File: src/design/cbwa_pkg.sv
// Purpose: shared types and constants of the byte/word execution datapath
// Assumes: one cpu clock, synchronous active-high reset
// Notes: opcode codes 0..54 form the whole decodable repertoire
package cbwa_pkg;
	localparam int CBWA_NUM_INSTR = 55;
	localparam int CBWA_NUM_REGS = 8;
	localparam logic [2:0] CBWA_SP_IDX = 3'h7;
	localparam logic [7:0] CBWA_ABS8_PAGE = 8'hff;
	localparam logic [15:0] CBWA_STEP_BYTE = 16'h0001;
	localparam logic [15:0] CBWA_STEP_WORD = 16'h0002;
	localparam logic [3:0] CBWA_BCD_MAX = 4'h9;
	localparam logic [7:0] CBWA_BCD_HI_MAX = 8'h99;
	localparam logic [7:0] CBWA_ADJ_LO = 8'h06;
	localparam logic [7:0] CBWA_ADJ_HI = 8'h60;
	localparam logic [15:0] CBWA_GR_RST = 16'h0000;
	localparam logic [4:0] CBWA_FLAGS_RST = 5'h00;

	// datapath opcodes; codes from CBWA_OTHER_FIRST through 54 are executed elsewhere
	typedef enum logic [5:0] {
		CBWA_TRANSFER = 6'h00, CBWA_PUSH = 6'h01, CBWA_POP = 6'h02,
		CBWA_ADD = 6'h03, CBWA_SUB = 6'h04, CBWA_ADDC = 6'h05,
		CBWA_SUBC = 6'h06, CBWA_INC = 6'h07, CBWA_DECR = 6'h08,
		CBWA_PSTEP_UP = 6'h09, CBWA_PSTEP_DN = 6'h0a, CBWA_BCD_SUM = 6'h0b,
		CBWA_BCD_DIF = 6'h0c, CBWA_MUL = 6'h0d, CBWA_DIV = 6'h0e,
		CBWA_CMP = 6'h0f, CBWA_NEG = 6'h10, CBWA_AND = 6'h11,
		CBWA_OR = 6'h12, CBWA_XOR = 6'h13, CBWA_NOT = 6'h14,
		CBWA_ASL = 6'h15, CBWA_ASR = 6'h16, CBWA_LSL = 6'h17,
		CBWA_LSR = 6'h18, CBWA_ROL = 6'h19, CBWA_ROR = 6'h1a,
		CBWA_RCL = 6'h1b, CBWA_RCR = 6'h1c, CBWA_OTHER_FIRST = 6'h1d
	} cbwa_opc_t;

	// operand addressing modes
	typedef enum logic [2:0] {
		CBWA_AM_REG = 3'h0, CBWA_AM_IMM = 3'h1, CBWA_AM_IND = 3'h2,
		CBWA_AM_DISP = 3'h3, CBWA_AM_ABS16 = 3'h4, CBWA_AM_ABS8 = 3'h5,
		CBWA_AM_PREDEC = 3'h6, CBWA_AM_POSTINC = 3'h7
	} cbwa_amode_t;

	typedef enum logic [0:0] {
		CBWA_ST_IDLE = 1'b0,
		CBWA_ST_MEM = 1'b1
	} cbwa_state_t;

	// one decoded instruction; byte index 0..7 high halves, 8..15 low halves
	typedef struct packed {
		logic [5:0] opc;
		logic word;
		cbwa_amode_t amode;
		logic to_mem;
		logic step2;
		logic [3:0] rd;
		logic [3:0] rs;
		logic [15:0] imm;
	} cbwa_instr_t;

	typedef struct packed {
		logic h;
		logic n;
		logic z;
		logic v;
		logic c;
	} cbwa_flags_t;

	typedef struct packed {
		logic req;
		logic we;
		logic word;
		logic [15:0] addr;
		logic [15:0] wdata;
	} cbwa_mem_t;
endpackage : cbwa_pkg

File: src/design/cbwa_core.sv
// Purpose: execution datapath for byte and word transfer, arithmetic, logic and shifts
// Assumes: memory answers with mem_ack_in on the cpu clock, data valid with the ack
// Notes: general registers live here; other instruction groups are handed off

// What this block does
// - all 55 instruction codes decode; non-datapath groups are handed off.
// - transfer copies byte/word between registers, memory, or immediate into register.
// - short 8-bit absolute address works for byte transfers only.
// - push and pop decode as transfers; size, addressing mode and pointer register come from the instruction.
// - add takes register or immediate; subtract takes registers only.
// - word add and subtract need both operands in registers.
// - add/subtract with carry are byte-only and include the carry flag.
// - increment and decrement change a byte register by exactly one.
// - pointer steps are word-sized and change a register by one or two.
// - decimal adjust fixes a byte into two BCD digits using prior flags.
// - multiply two unsigned bytes into a sixteen-bit register.
// - divide sixteen by eight bits giving quotient and remainder bytes.
// - compare only sets flags; word compare needs two registers.
// - negate replaces a byte register with zero minus its value.
// - byte and, or, xor combine register with register or immediate.
// - invert replaces a byte register with its one's complement.
// - arithmetic shifts; right shift keeps the sign bit.
// - logical shifts fill the vacated bit with zero.
// - carry rotates go through carry; plain rotates stay in the byte.
// - overflow flag is one on arithmetic overflow, else zero; multiply, divide, pointer steps and decimal adjust leave it unchanged.
// - carry flag means borrow for subtracting operations.
// - odd word addresses are forced even.
module cbwa_core (
	// clock and reset
	input wire logic clock_in,
	input wire logic sys_rst_in,
	// instruction issue
	input wire logic op_valid_in,
	input wire cbwa_pkg::cbwa_instr_t op_in,
	output logic ready_out,
	output logic done_out,
	output logic pass_out,
	output logic illegal_out,
	// status and observation
	input wire logic [2:0] view_sel_in,
	output logic [15:0] view_out,
	output cbwa_pkg::cbwa_flags_t flags_out,
	// memory port
	output cbwa_pkg::cbwa_mem_t mem_out,
	input wire logic mem_ack_in,
	input wire logic [15:0] mem_rdata_in
);
	import cbwa_pkg::*;

	logic [15:0] gr_q [CBWA_NUM_REGS];
	cbwa_flags_t flags_q, flags_d;
	cbwa_state_t state_q;
	cbwa_instr_t ins_q;
	cbwa_mem_t mem_q;
	logic [15:0] ptr_q;
	logic ptr_upd_q;
	logic done_q, pass_q, illegal_q;
	logic [15:0] view_q;

	cbwa_opc_t opc;
	logic accept;
	logic [7:0] a8, b8, ax8, bx8, res8;
	logic [15:0] a16, b16, pbase, step, ea, ptr_new;
	logic cin, use_imm, is_sub;
	logic [8:0] add9, sub9;
	logic [4:0] add5, sub5;
	logic [16:0] add17, sub17;
	logic [12:0] add13, sub13;
	logic [7:0] adj8;
	logic [15:0] prod16;
	logic [15:0] quo16;
	logic [7:0] rem8;
	logic wr_en, wr_word, bad, is_mem, ptr_upd;
	logic [15:0] wr_val;

	// byte view of the register file
	function automatic logic [7:0] rbyte(input logic [15:0] w, input logic lo);
		rbyte = lo ? w[7:0] : w[15:8];
	endfunction : rbyte

	assign opc = cbwa_opc_t'(op_in.opc);
	assign accept = op_valid_in && (state_q == CBWA_ST_IDLE);
	assign use_imm = (op_in.amode == CBWA_AM_IMM);
	assign a16 = gr_q[op_in.rd[2:0]];
	assign b16 = use_imm ? op_in.imm : gr_q[op_in.rs[2:0]];
	assign a8 = rbyte(a16, op_in.rd[3]);
	assign b8 = use_imm ? op_in.imm[7:0] : rbyte(gr_q[op_in.rs[2:0]], op_in.rs[3]);

	// shared byte adder and subtractor; negate and inc/dec reuse them
	assign ax8 = (opc == CBWA_NEG) ? 8'h00 : a8;
	assign bx8 = (opc == CBWA_NEG) ? a8 : ((opc == CBWA_INC || opc == CBWA_DECR) ? 8'h01 : b8);
	assign cin = (opc == CBWA_ADDC || opc == CBWA_SUBC) ? flags_q.c : 1'b0;
	assign add9 = {1'b0, ax8} + {1'b0, bx8} + {8'h00, cin};
	assign sub9 = {1'b0, ax8} - {1'b0, bx8} - {8'h00, cin};
	assign add5 = {1'b0, ax8[3:0]} + {1'b0, bx8[3:0]} + {4'h0, cin};
	assign sub5 = {1'b0, ax8[3:0]} - {1'b0, bx8[3:0]} - {4'h0, cin};
	assign add17 = {1'b0, a16} + {1'b0, b16};
	assign sub17 = {1'b0, a16} - {1'b0, b16};
	assign add13 = {1'b0, a16[11:0]} + {1'b0, b16[11:0]};
	assign sub13 = {1'b0, a16[11:0]} - {1'b0, b16[11:0]};

	// unsigned multiply and divide; divisor zero leaves the register alone
	assign prod16 = {8'h00, a16[7:0]} * {8'h00, b8};
	assign quo16 = (b8 == 8'h00) ? 16'h0000 : a16 / {8'h00, b8};
	assign rem8 = (b8 == 8'h00) ? 8'h00 : 8'(a16 % {8'h00, b8});

	// memory address; stack forms use the chosen pointer register
	assign pbase = gr_q[op_in.rs[2:0]];
	assign step = op_in.word ? CBWA_STEP_WORD : CBWA_STEP_BYTE;
	always_comb begin
		case (op_in.amode)
			CBWA_AM_DISP: ea = pbase + op_in.imm;
			CBWA_AM_ABS16: ea = op_in.imm;
			CBWA_AM_ABS8: ea = {CBWA_ABS8_PAGE, op_in.imm[7:0]};
			CBWA_AM_PREDEC: ea = pbase - step;
			default: ea = pbase;
		endcase
		ptr_new = (op_in.amode == CBWA_AM_PREDEC) ? pbase - step : pbase + step;
		ptr_upd = (op_in.amode == CBWA_AM_PREDEC) || (op_in.amode == CBWA_AM_POSTINC);
	end

	// decimal adjust from the flags the previous operation left
	always_comb begin
		adj8 = 8'h00;
		if (opc == CBWA_BCD_SUM) begin
			if (flags_q.c || a8 > CBWA_BCD_HI_MAX) adj8 = adj8 | CBWA_ADJ_HI;
			if (flags_q.h || a8[3:0] > CBWA_BCD_MAX) adj8 = adj8 | CBWA_ADJ_LO;
		end else begin
			if (flags_q.c) adj8 = adj8 | CBWA_ADJ_HI;
			if (flags_q.h) adj8 = adj8 | CBWA_ADJ_LO;
		end
	end

	// operation decode and flag computation for the register forms
	always_comb begin
		flags_d = flags_q;
		wr_en = 1'b0;
		wr_word = 1'b0;
		wr_val = 16'h0000;
		res8 = 8'h00;
		bad = 1'b0;
		is_mem = 1'b0;
		is_sub = 1'b0;
		case (opc)
			CBWA_TRANSFER, CBWA_PUSH, CBWA_POP: begin
				if (op_in.amode == CBWA_AM_REG || use_imm) begin
					wr_en = 1'b1;
					wr_word = op_in.word;
					wr_val = op_in.word ? b16 : {8'h00, b8};
					flags_d.n = op_in.word ? b16[15] : b8[7];
					flags_d.z = op_in.word ? (b16 == 16'h0000) : (b8 == 8'h00);
					flags_d.v = 1'b0;
				end else begin
					is_mem = 1'b1;
					bad = op_in.word && (op_in.amode == CBWA_AM_ABS8);
				end
			end
			CBWA_ADD, CBWA_SUB, CBWA_CMP: begin
				is_sub = (opc != CBWA_ADD);
				bad = use_imm && ((opc == CBWA_SUB) || op_in.word);
				wr_en = (opc != CBWA_CMP);
				wr_word = op_in.word;
				if (op_in.word) begin
					wr_val = is_sub ? sub17[15:0] : add17[15:0];
					flags_d.c = is_sub ? sub17[16] : add17[16];
					flags_d.h = is_sub ? sub13[12] : add13[12];
					flags_d.n = wr_val[15];
					flags_d.z = (wr_val == 16'h0000);
					flags_d.v = is_sub ? (a16[15] != b16[15]) && (wr_val[15] != a16[15]) :
						(a16[15] == b16[15]) && (wr_val[15] != a16[15]);
				end else begin
					res8 = is_sub ? sub9[7:0] : add9[7:0];
					wr_val = {8'h00, res8};
					flags_d.c = is_sub ? sub9[8] : add9[8];
					flags_d.h = is_sub ? sub5[4] : add5[4];
					flags_d.n = res8[7];
					flags_d.z = (res8 == 8'h00);
					flags_d.v = is_sub ? (ax8[7] != bx8[7]) && (res8[7] != ax8[7]) :
						(ax8[7] == bx8[7]) && (res8[7] != ax8[7]);
				end
			end
			CBWA_ADDC, CBWA_SUBC, CBWA_NEG: begin
				is_sub = (opc != CBWA_ADDC);
				bad = op_in.word;
				res8 = is_sub ? sub9[7:0] : add9[7:0];
				wr_en = 1'b1;
				wr_val = {8'h00, res8};
				flags_d.c = is_sub ? sub9[8] : add9[8];
				flags_d.h = is_sub ? sub5[4] : add5[4];
				flags_d.n = res8[7];
				// chained forms only clear zero, so a multi-byte zero test survives
				flags_d.z = (opc == CBWA_NEG) ? (res8 == 8'h00) : (flags_q.z && res8 == 8'h00);
				flags_d.v = is_sub ? (ax8[7] != bx8[7]) && (res8[7] != ax8[7]) :
					(ax8[7] == bx8[7]) && (res8[7] != ax8[7]);
			end
			CBWA_INC, CBWA_DECR: begin
				res8 = (opc == CBWA_INC) ? add9[7:0] : sub9[7:0];
				bad = op_in.word;
				wr_en = 1'b1;
				wr_val = {8'h00, res8};
				flags_d.n = res8[7];
				flags_d.z = (res8 == 8'h00);
				flags_d.v = (opc == CBWA_INC) ? (a8 == 8'h7f) : (a8 == 8'h80);
			end
			CBWA_PSTEP_UP, CBWA_PSTEP_DN: begin
				wr_en = 1'b1;
				wr_word = 1'b1;
				wr_val = (opc == CBWA_PSTEP_UP) ?
					a16 + (op_in.step2 ? CBWA_STEP_WORD : CBWA_STEP_BYTE) :
					a16 - (op_in.step2 ? CBWA_STEP_WORD : CBWA_STEP_BYTE);
			end
			CBWA_BCD_SUM, CBWA_BCD_DIF: begin
				res8 = (opc == CBWA_BCD_SUM) ? a8 + adj8 : a8 - adj8;
				wr_en = 1'b1;
				wr_val = {8'h00, res8};
				if (opc == CBWA_BCD_SUM) flags_d.c = flags_q.c || adj8[6];
				flags_d.n = res8[7];
				flags_d.z = (res8 == 8'h00);
			end
			CBWA_MUL: begin
				wr_en = 1'b1;
				wr_word = 1'b1;
				wr_val = prod16;
			end
			CBWA_DIV: begin
				wr_en = (b8 != 8'h00);
				wr_word = 1'b1;
				wr_val = {rem8, quo16[7:0]};
				flags_d.n = b8[7];
				flags_d.z = (b8 == 8'h00);
			end
			CBWA_AND, CBWA_OR, CBWA_XOR, CBWA_NOT: begin
				case (opc)
					CBWA_AND: res8 = a8 & b8;
					CBWA_OR: res8 = a8 | b8;
					CBWA_XOR: res8 = a8 ^ b8;
					default: res8 = ~a8;
				endcase
				wr_en = 1'b1;
				wr_val = {8'h00, res8};
				flags_d.n = res8[7];
				flags_d.z = (res8 == 8'h00);
				flags_d.v = 1'b0;
			end
			CBWA_ASL, CBWA_ASR, CBWA_LSL, CBWA_LSR, CBWA_ROL, CBWA_ROR, CBWA_RCL, CBWA_RCR:
			begin
				case (opc)
					CBWA_ASL, CBWA_LSL: res8 = {a8[6:0], 1'b0};
					CBWA_ASR: res8 = {a8[7], a8[7:1]};
					CBWA_LSR: res8 = {1'b0, a8[7:1]};
					CBWA_ROL: res8 = {a8[6:0], a8[7]};
					CBWA_ROR: res8 = {a8[0], a8[7:1]};
					CBWA_RCL: res8 = {a8[6:0], flags_q.c};
					default: res8 = {flags_q.c, a8[7:1]};
				endcase
				wr_en = 1'b1;
				wr_val = {8'h00, res8};
				flags_d.c = (opc == CBWA_ASL || opc == CBWA_LSL || opc == CBWA_ROL ||
					opc == CBWA_RCL) ? a8[7] : a8[0];
				flags_d.n = res8[7];
				flags_d.z = (res8 == 8'h00);
				flags_d.v = (opc == CBWA_ASL) ? (a8[7] ^ a8[6]) : 1'b0;
			end
			default: begin
				bad = (op_in.opc >= 6'(CBWA_NUM_INSTR));
			end
		endcase
	end

	// sequencing: register forms finish in one cycle, memory forms wait for the ack
	always_ff @(posedge clock_in) begin
		if (sys_rst_in) begin
			state_q <= CBWA_ST_IDLE;
			ins_q <= '0;
			ptr_q <= 16'h0000;
			ptr_upd_q <= 1'b0;
		end else begin
			case (state_q)
				CBWA_ST_IDLE: begin
					if (accept && is_mem && !bad) begin
						state_q <= CBWA_ST_MEM;
						ins_q <= op_in;
						ptr_q <= ptr_new;
						ptr_upd_q <= ptr_upd;
					end
				end
				CBWA_ST_MEM: begin
					if (mem_ack_in) state_q <= CBWA_ST_IDLE;
				end
				default: state_q <= CBWA_ST_IDLE;
			endcase
		end
	end

	// memory request, held until the ack; word addresses are forced even
	always_ff @(posedge clock_in) begin
		if (sys_rst_in) begin
			mem_q <= '0;
		end else if (accept && is_mem && !bad) begin
			mem_q.req <= 1'b1;
			mem_q.we <= op_in.to_mem;
			mem_q.word <= op_in.word;
			mem_q.addr <= op_in.word ? {ea[15:1], 1'b0} : ea;
			mem_q.wdata <= op_in.word ? a16 : {8'h00, a8};
		end else if (mem_ack_in) begin
			mem_q.req <= 1'b0;
		end
	end

	// register file: pointer update first so a pop into the pointer keeps the loaded data
	always_ff @(posedge clock_in) begin
		if (sys_rst_in) begin
			for (int i = 0; i < CBWA_NUM_REGS; i++) gr_q[i] <= CBWA_GR_RST;
		end else if (state_q == CBWA_ST_MEM && mem_ack_in) begin
			if (ptr_upd_q) gr_q[ins_q.rs[2:0]] <= ptr_q;
			if (!ins_q.to_mem && ins_q.word) gr_q[ins_q.rd[2:0]] <= mem_rdata_in;
			else if (!ins_q.to_mem && ins_q.rd[3]) gr_q[ins_q.rd[2:0]][7:0] <= mem_rdata_in[7:0];
			else if (!ins_q.to_mem) gr_q[ins_q.rd[2:0]][15:8] <= mem_rdata_in[7:0];
		end else if (accept && wr_en && !bad) begin
			if (wr_word) gr_q[op_in.rd[2:0]] <= wr_val;
			else if (op_in.rd[3]) gr_q[op_in.rd[2:0]][7:0] <= wr_val[7:0];
			else gr_q[op_in.rd[2:0]][15:8] <= wr_val[7:0];
		end
	end

	// flags: memory transfers take n and z from the data moved and clear v
	always_ff @(posedge clock_in) begin
		if (sys_rst_in) begin
			flags_q <= CBWA_FLAGS_RST;
		end else if (state_q == CBWA_ST_MEM && mem_ack_in) begin
			flags_q.v <= 1'b0;
			if (ins_q.to_mem) begin
				flags_q.n <= ins_q.word ? mem_q.wdata[15] : mem_q.wdata[7];
				flags_q.z <= ins_q.word ? (mem_q.wdata == 16'h0000) : (mem_q.wdata[7:0] == 8'h00);
			end else begin
				flags_q.n <= ins_q.word ? mem_rdata_in[15] : mem_rdata_in[7];
				flags_q.z <= ins_q.word ? (mem_rdata_in == 16'h0000) :
					(mem_rdata_in[7:0] == 8'h00);
			end
		end else if (accept && !is_mem && !bad) begin
			flags_q <= flags_d;
		end
	end

	// completion strobes, one cycle each
	always_ff @(posedge clock_in) begin
		if (sys_rst_in) begin
			done_q <= 1'b0;
			pass_q <= 1'b0;
			illegal_q <= 1'b0;
		end else begin
			done_q <= (accept && !is_mem && !bad && op_in.opc < CBWA_OTHER_FIRST) ||
				(state_q == CBWA_ST_MEM && mem_ack_in);
			pass_q <= accept && (op_in.opc >= CBWA_OTHER_FIRST) && !bad;
			illegal_q <= accept && bad;
		end
	end

	// observation register; one cycle behind the file
	always_ff @(posedge clock_in) begin
		if (sys_rst_in) view_q <= 16'h0000;
		else view_q <= gr_q[view_sel_in];
	end

	assign ready_out = (state_q == CBWA_ST_IDLE);
	assign done_out = done_q;
	assign pass_out = pass_q;
	assign illegal_out = illegal_q;
	assign view_out = view_q;
	assign flags_out = flags_q;
	assign mem_out = mem_q;
endmodule : cbwa_core

File: config.mk
export PLATFORM = sky130hd
export DESIGN_NAME = cbwa_core
export DESIGN_NICKNAME = d
export VERILOG_FILES = /design/src/design/cbwa_pkg.sv /design/src/design/cbwa_core.sv
export SDC_FILE = /design/constraint.sdc
export NUM_CORES = 1
export LEC_CHECK = 0
export ABC_CLOCK_PERIOD_IN_PS = 41800
export BUFFER_PORTS_ARGS = -buffer_cell sky130_fd_sc_hd__buf_2
export CAP_MARGIN = 20
export CORE_AREA = 8 8 245 247
export CTS_CLUSTER_SIZE = 10
export DETAILED_ROUTE_END_ITERATION = 6
export DIE_AREA = 0 0 253 255
export GPL_TIMING_DRIVEN = 0
export PLACE_DENSITY = 0.67
export SYNTH_ARGS = -nofsm -noshare
export SYNTH_HDL_FRONTEND = slang
export SYNTH_SLANG_ARGS = --single-unit
File: constraint.sdc
create_clock -name clock_in -period 41.8 [get_ports clock_in]
set_input_delay 6.27 -clock clock_in [delete_from_list [all_inputs] [get_ports clock_in]]
set_output_delay 6.27 -clock clock_in [all_outputs]
set_load 0.02 [all_outputs]
==> key figures <==
Drt
  – Vias/cell: 6.737
  – DR DRC count: 2
  – DRT Wirelength: 120100 µm
  – DR iter-0 viols: 3916
  – DR pass1 iterations: 7
  – Antenna viol nets, final: 0
  – DR WL/cell: 27.07 µm
  – Vias: 29890

GRT
  – Antenna violations before repair: 1
  – Grt total ovfl: 0
  – Vias in the first global route: 27630
  – Global-route wire length before repair: 173300 µm
  – Largest net degree at the start of global routing: 23
  – Total GRT Usage: 0.3511

Outcome
  – Failing checks: design-rule violations
  – Outcome: finished with violations

Timing
  – Hold_ws: 0.4515 ns
  – Fin crit share: 0.9839
  – Final Hold Fails: 0
  – Worst Tran Pin Value: 1.125 ns
  – Fmax: 24.31 MHz
  – Tmin final: 41.13 ns
  – Final WS setup: 0.6715 ns
  – Skew final: 0.02385 ns
  – Final setup violation count: 0
  – Rel. slew slack: 0.2420
  – Max-slew violations: 0

Synthesis
  – Yosys top cell area share: 0.1383
  – Synth top area cells: edfxtp_1, ha_1, mux4_2
  – Ys async rst share: 0
  – Number of synthesized flops with an enable pin: 128
  – Synth Register Bits: 214
  – Syn Area/Cell: 8.295 µm²
  – Sequential fraction of the synthesis area: 0.2002
  – Post-Syn Instances: 3351
  – Mapped Nets: 3722
  – Distinct cells, synth: 111
  – Cell area after synthesis: 27800 µm²
  – Ys Warns: 0
  – Post-synth top area cell: edfxtp_1
  – Synth Flop Type: edfxtp_1

Clock network
  – Htree depth: 1
  – CTS Hold Bufs: 0
  – CTS tree: done
  – Clk buf depth: 3
  – Clk root buf: clkbuf_16
  – Clock transition at path regs: 0.06 ns
  – Clock sinks: 214
  – Clk_lat worst skew: 0.56 ns
  – Num CTS Buffers: 26

Floorplanning
  – Area of the core: 55950 µm²
  – Die span in x: 253 µm
  – Die H: 255 µm
  – FP Rows: 87
  – Io pins: 119
  – Die ar.: 64520 µm²
  – Initial Util: 0.4968

Critical path
  – Crit-path slowest cell: mux2i_1
  – Crit Path Category: in2reg
  – Max FO, Critical Path: 8
  – Setup crit end kind: flop
  – R2r worst-path depth: 181
  – Max stage delay on crit path: 0.65 ns
  – Critical Path RT: 42.20 ns
  – Flop-to-flop setup slack: 6.14 ns
  – Crit-path leading delay family: compound AO/OA/AOI/OAI gates
  – Crit path buf inv count: 16
  – R2R Path Start: gr_q[3][14]
  – Worst EP arrival: 41.53 ns
  – CP most frequent cell: o21a_1
  – R2R Path End: gr_q[1][9]
  – Setup crit start kind: input pin

Layout
  – Final instance area: 33010 µm²
  – Area delta synth->final: 18.74%
  – Nets: 4032
  – Share of layout cells above drive strength 1: 0.1965
  – Commonest non-fill, non-tap cell in the layout: nand2_1
  – Most frequent cells in the layout: nand2_1, nor2_1, ha_1
  – Final core occ: 0.5899

Placed design
  – Hpwl dp: 90480 µm
  – Post-Place Setup Slack: -7.158 ns
  – DP Area: 29480 µm²
  – IO Port Bufs: 99
  – Placer congestion estimate: 1.040

Hold path
  – Hold_sp: ptr_q[7]
  – Min-Delay Path Class: reg2reg
  – Worst hold path depth: 2
  – Hold path endpoint: ptr_q[7]

Flow run
  – Max-Cap Viols: 0
## metrics by stage
step,TNS (ns),cells
finish,0,4437
CTS,0,4303
global placement,-691.77,4206
detailed placement,-543.49,4221
floorplan,0,3351
global route,-40.46,4437
## routing by layer
metal,wire (µm),track usage,up-vias
li1,-,-,13150
met4,7812,0.1800,0
met1,45730,0.4512,14250
met3,13910,0.07137,475
met5,0,0.002254,-
met2,52650,0.5574,2013
## how the worst max path moves through the flow
stage	startpoint	end	slack (ns)	cells after the start
after floorplan	op_in[16]	gr_q[1][10]	0.13	178
after global placement	op_in[16]	gr_q[1][11]	-8.83	176
after detailed placement	op_in[16]	gr_q[2][11]	-7.16	178
after CTS	op_in[16]	gr_q[1][13]	0.01	183
after global routing	op_in[27]	gr_q[2][11]	-0.65	182
final	op_in[16]	gr_q[1][9]	0.67	183
## cell usage after synthesis (all sizes together) (40+ instances only)
cell type	n
clkbuf	116
ha	264
edfxtp	128
buf	51
o21a	83
nor2b	41
o21ai	216
nand3	64
dfxtp	86
nand2b	42
nor3	125
o31ai	40
o22ai	102
nand2	332
mux2	75
nor2	313
inv	171
xnor2	100
o21bai	44
fa	48
a21oi	248
mux2i	90
mux4	86
## final cells by class
cell class	count	area, µm²
Inverter	173	664.4
Clock inverter	3	52.55
Sequential cell	214	5565
Buffer	168	879.6
Timing Repair Buffer	282	2100
Clock buffer	44	738.2
Fill cell	5087	22940
Antenna cell	1	2.502
Multi-Input combinational cell	2796	22060
Tap cell	756	945.9
## logic make-up after synthesis
kind of cell | count (synthesis) | synth area share
adders and majority gates | 312 | 0.1534
DFF | 214 | 0.2002
xor gates and xnor gates | 127 | 0.04002
buffers and inverters | 341 | 0.04960
and+or+nand+nor | 1095 | 0.1843
muxes | 251 | 0.1343
AOI/OAI and AO/OA | 1011 | 0.2382
## state kept, by name, summed over array words and instances, names as in the netlist
signal / flops
ptr_upd_q: 1
ins_q: 9
ptr_q: 16
flags_out: 5
state_q: 1
pass_out: 1
illegal_out: 1
gr_q: 128
done_out: 1
view_out: 16
mem_out: 35
## worst min-delay path: cells and delay by family, from the launching register on
family           cells  cell delay (ns)
AND/OR/NAND/NOR      1             0.05
flip-flops           1             0.31
AO/OA/AOI/OAI        1             0.05
## what timing repair did
action,4_1_cts,5_1_grt
endpoints found under the setup margin,88,80
pin swaps,22,123
gates resized for setup,111,172
cloned,1,5
setup buffers,34,123
Power is left out: the tool's default activity adds up to more than one toggle a clock period on the data nets, which glitch-free logic cannot reach.
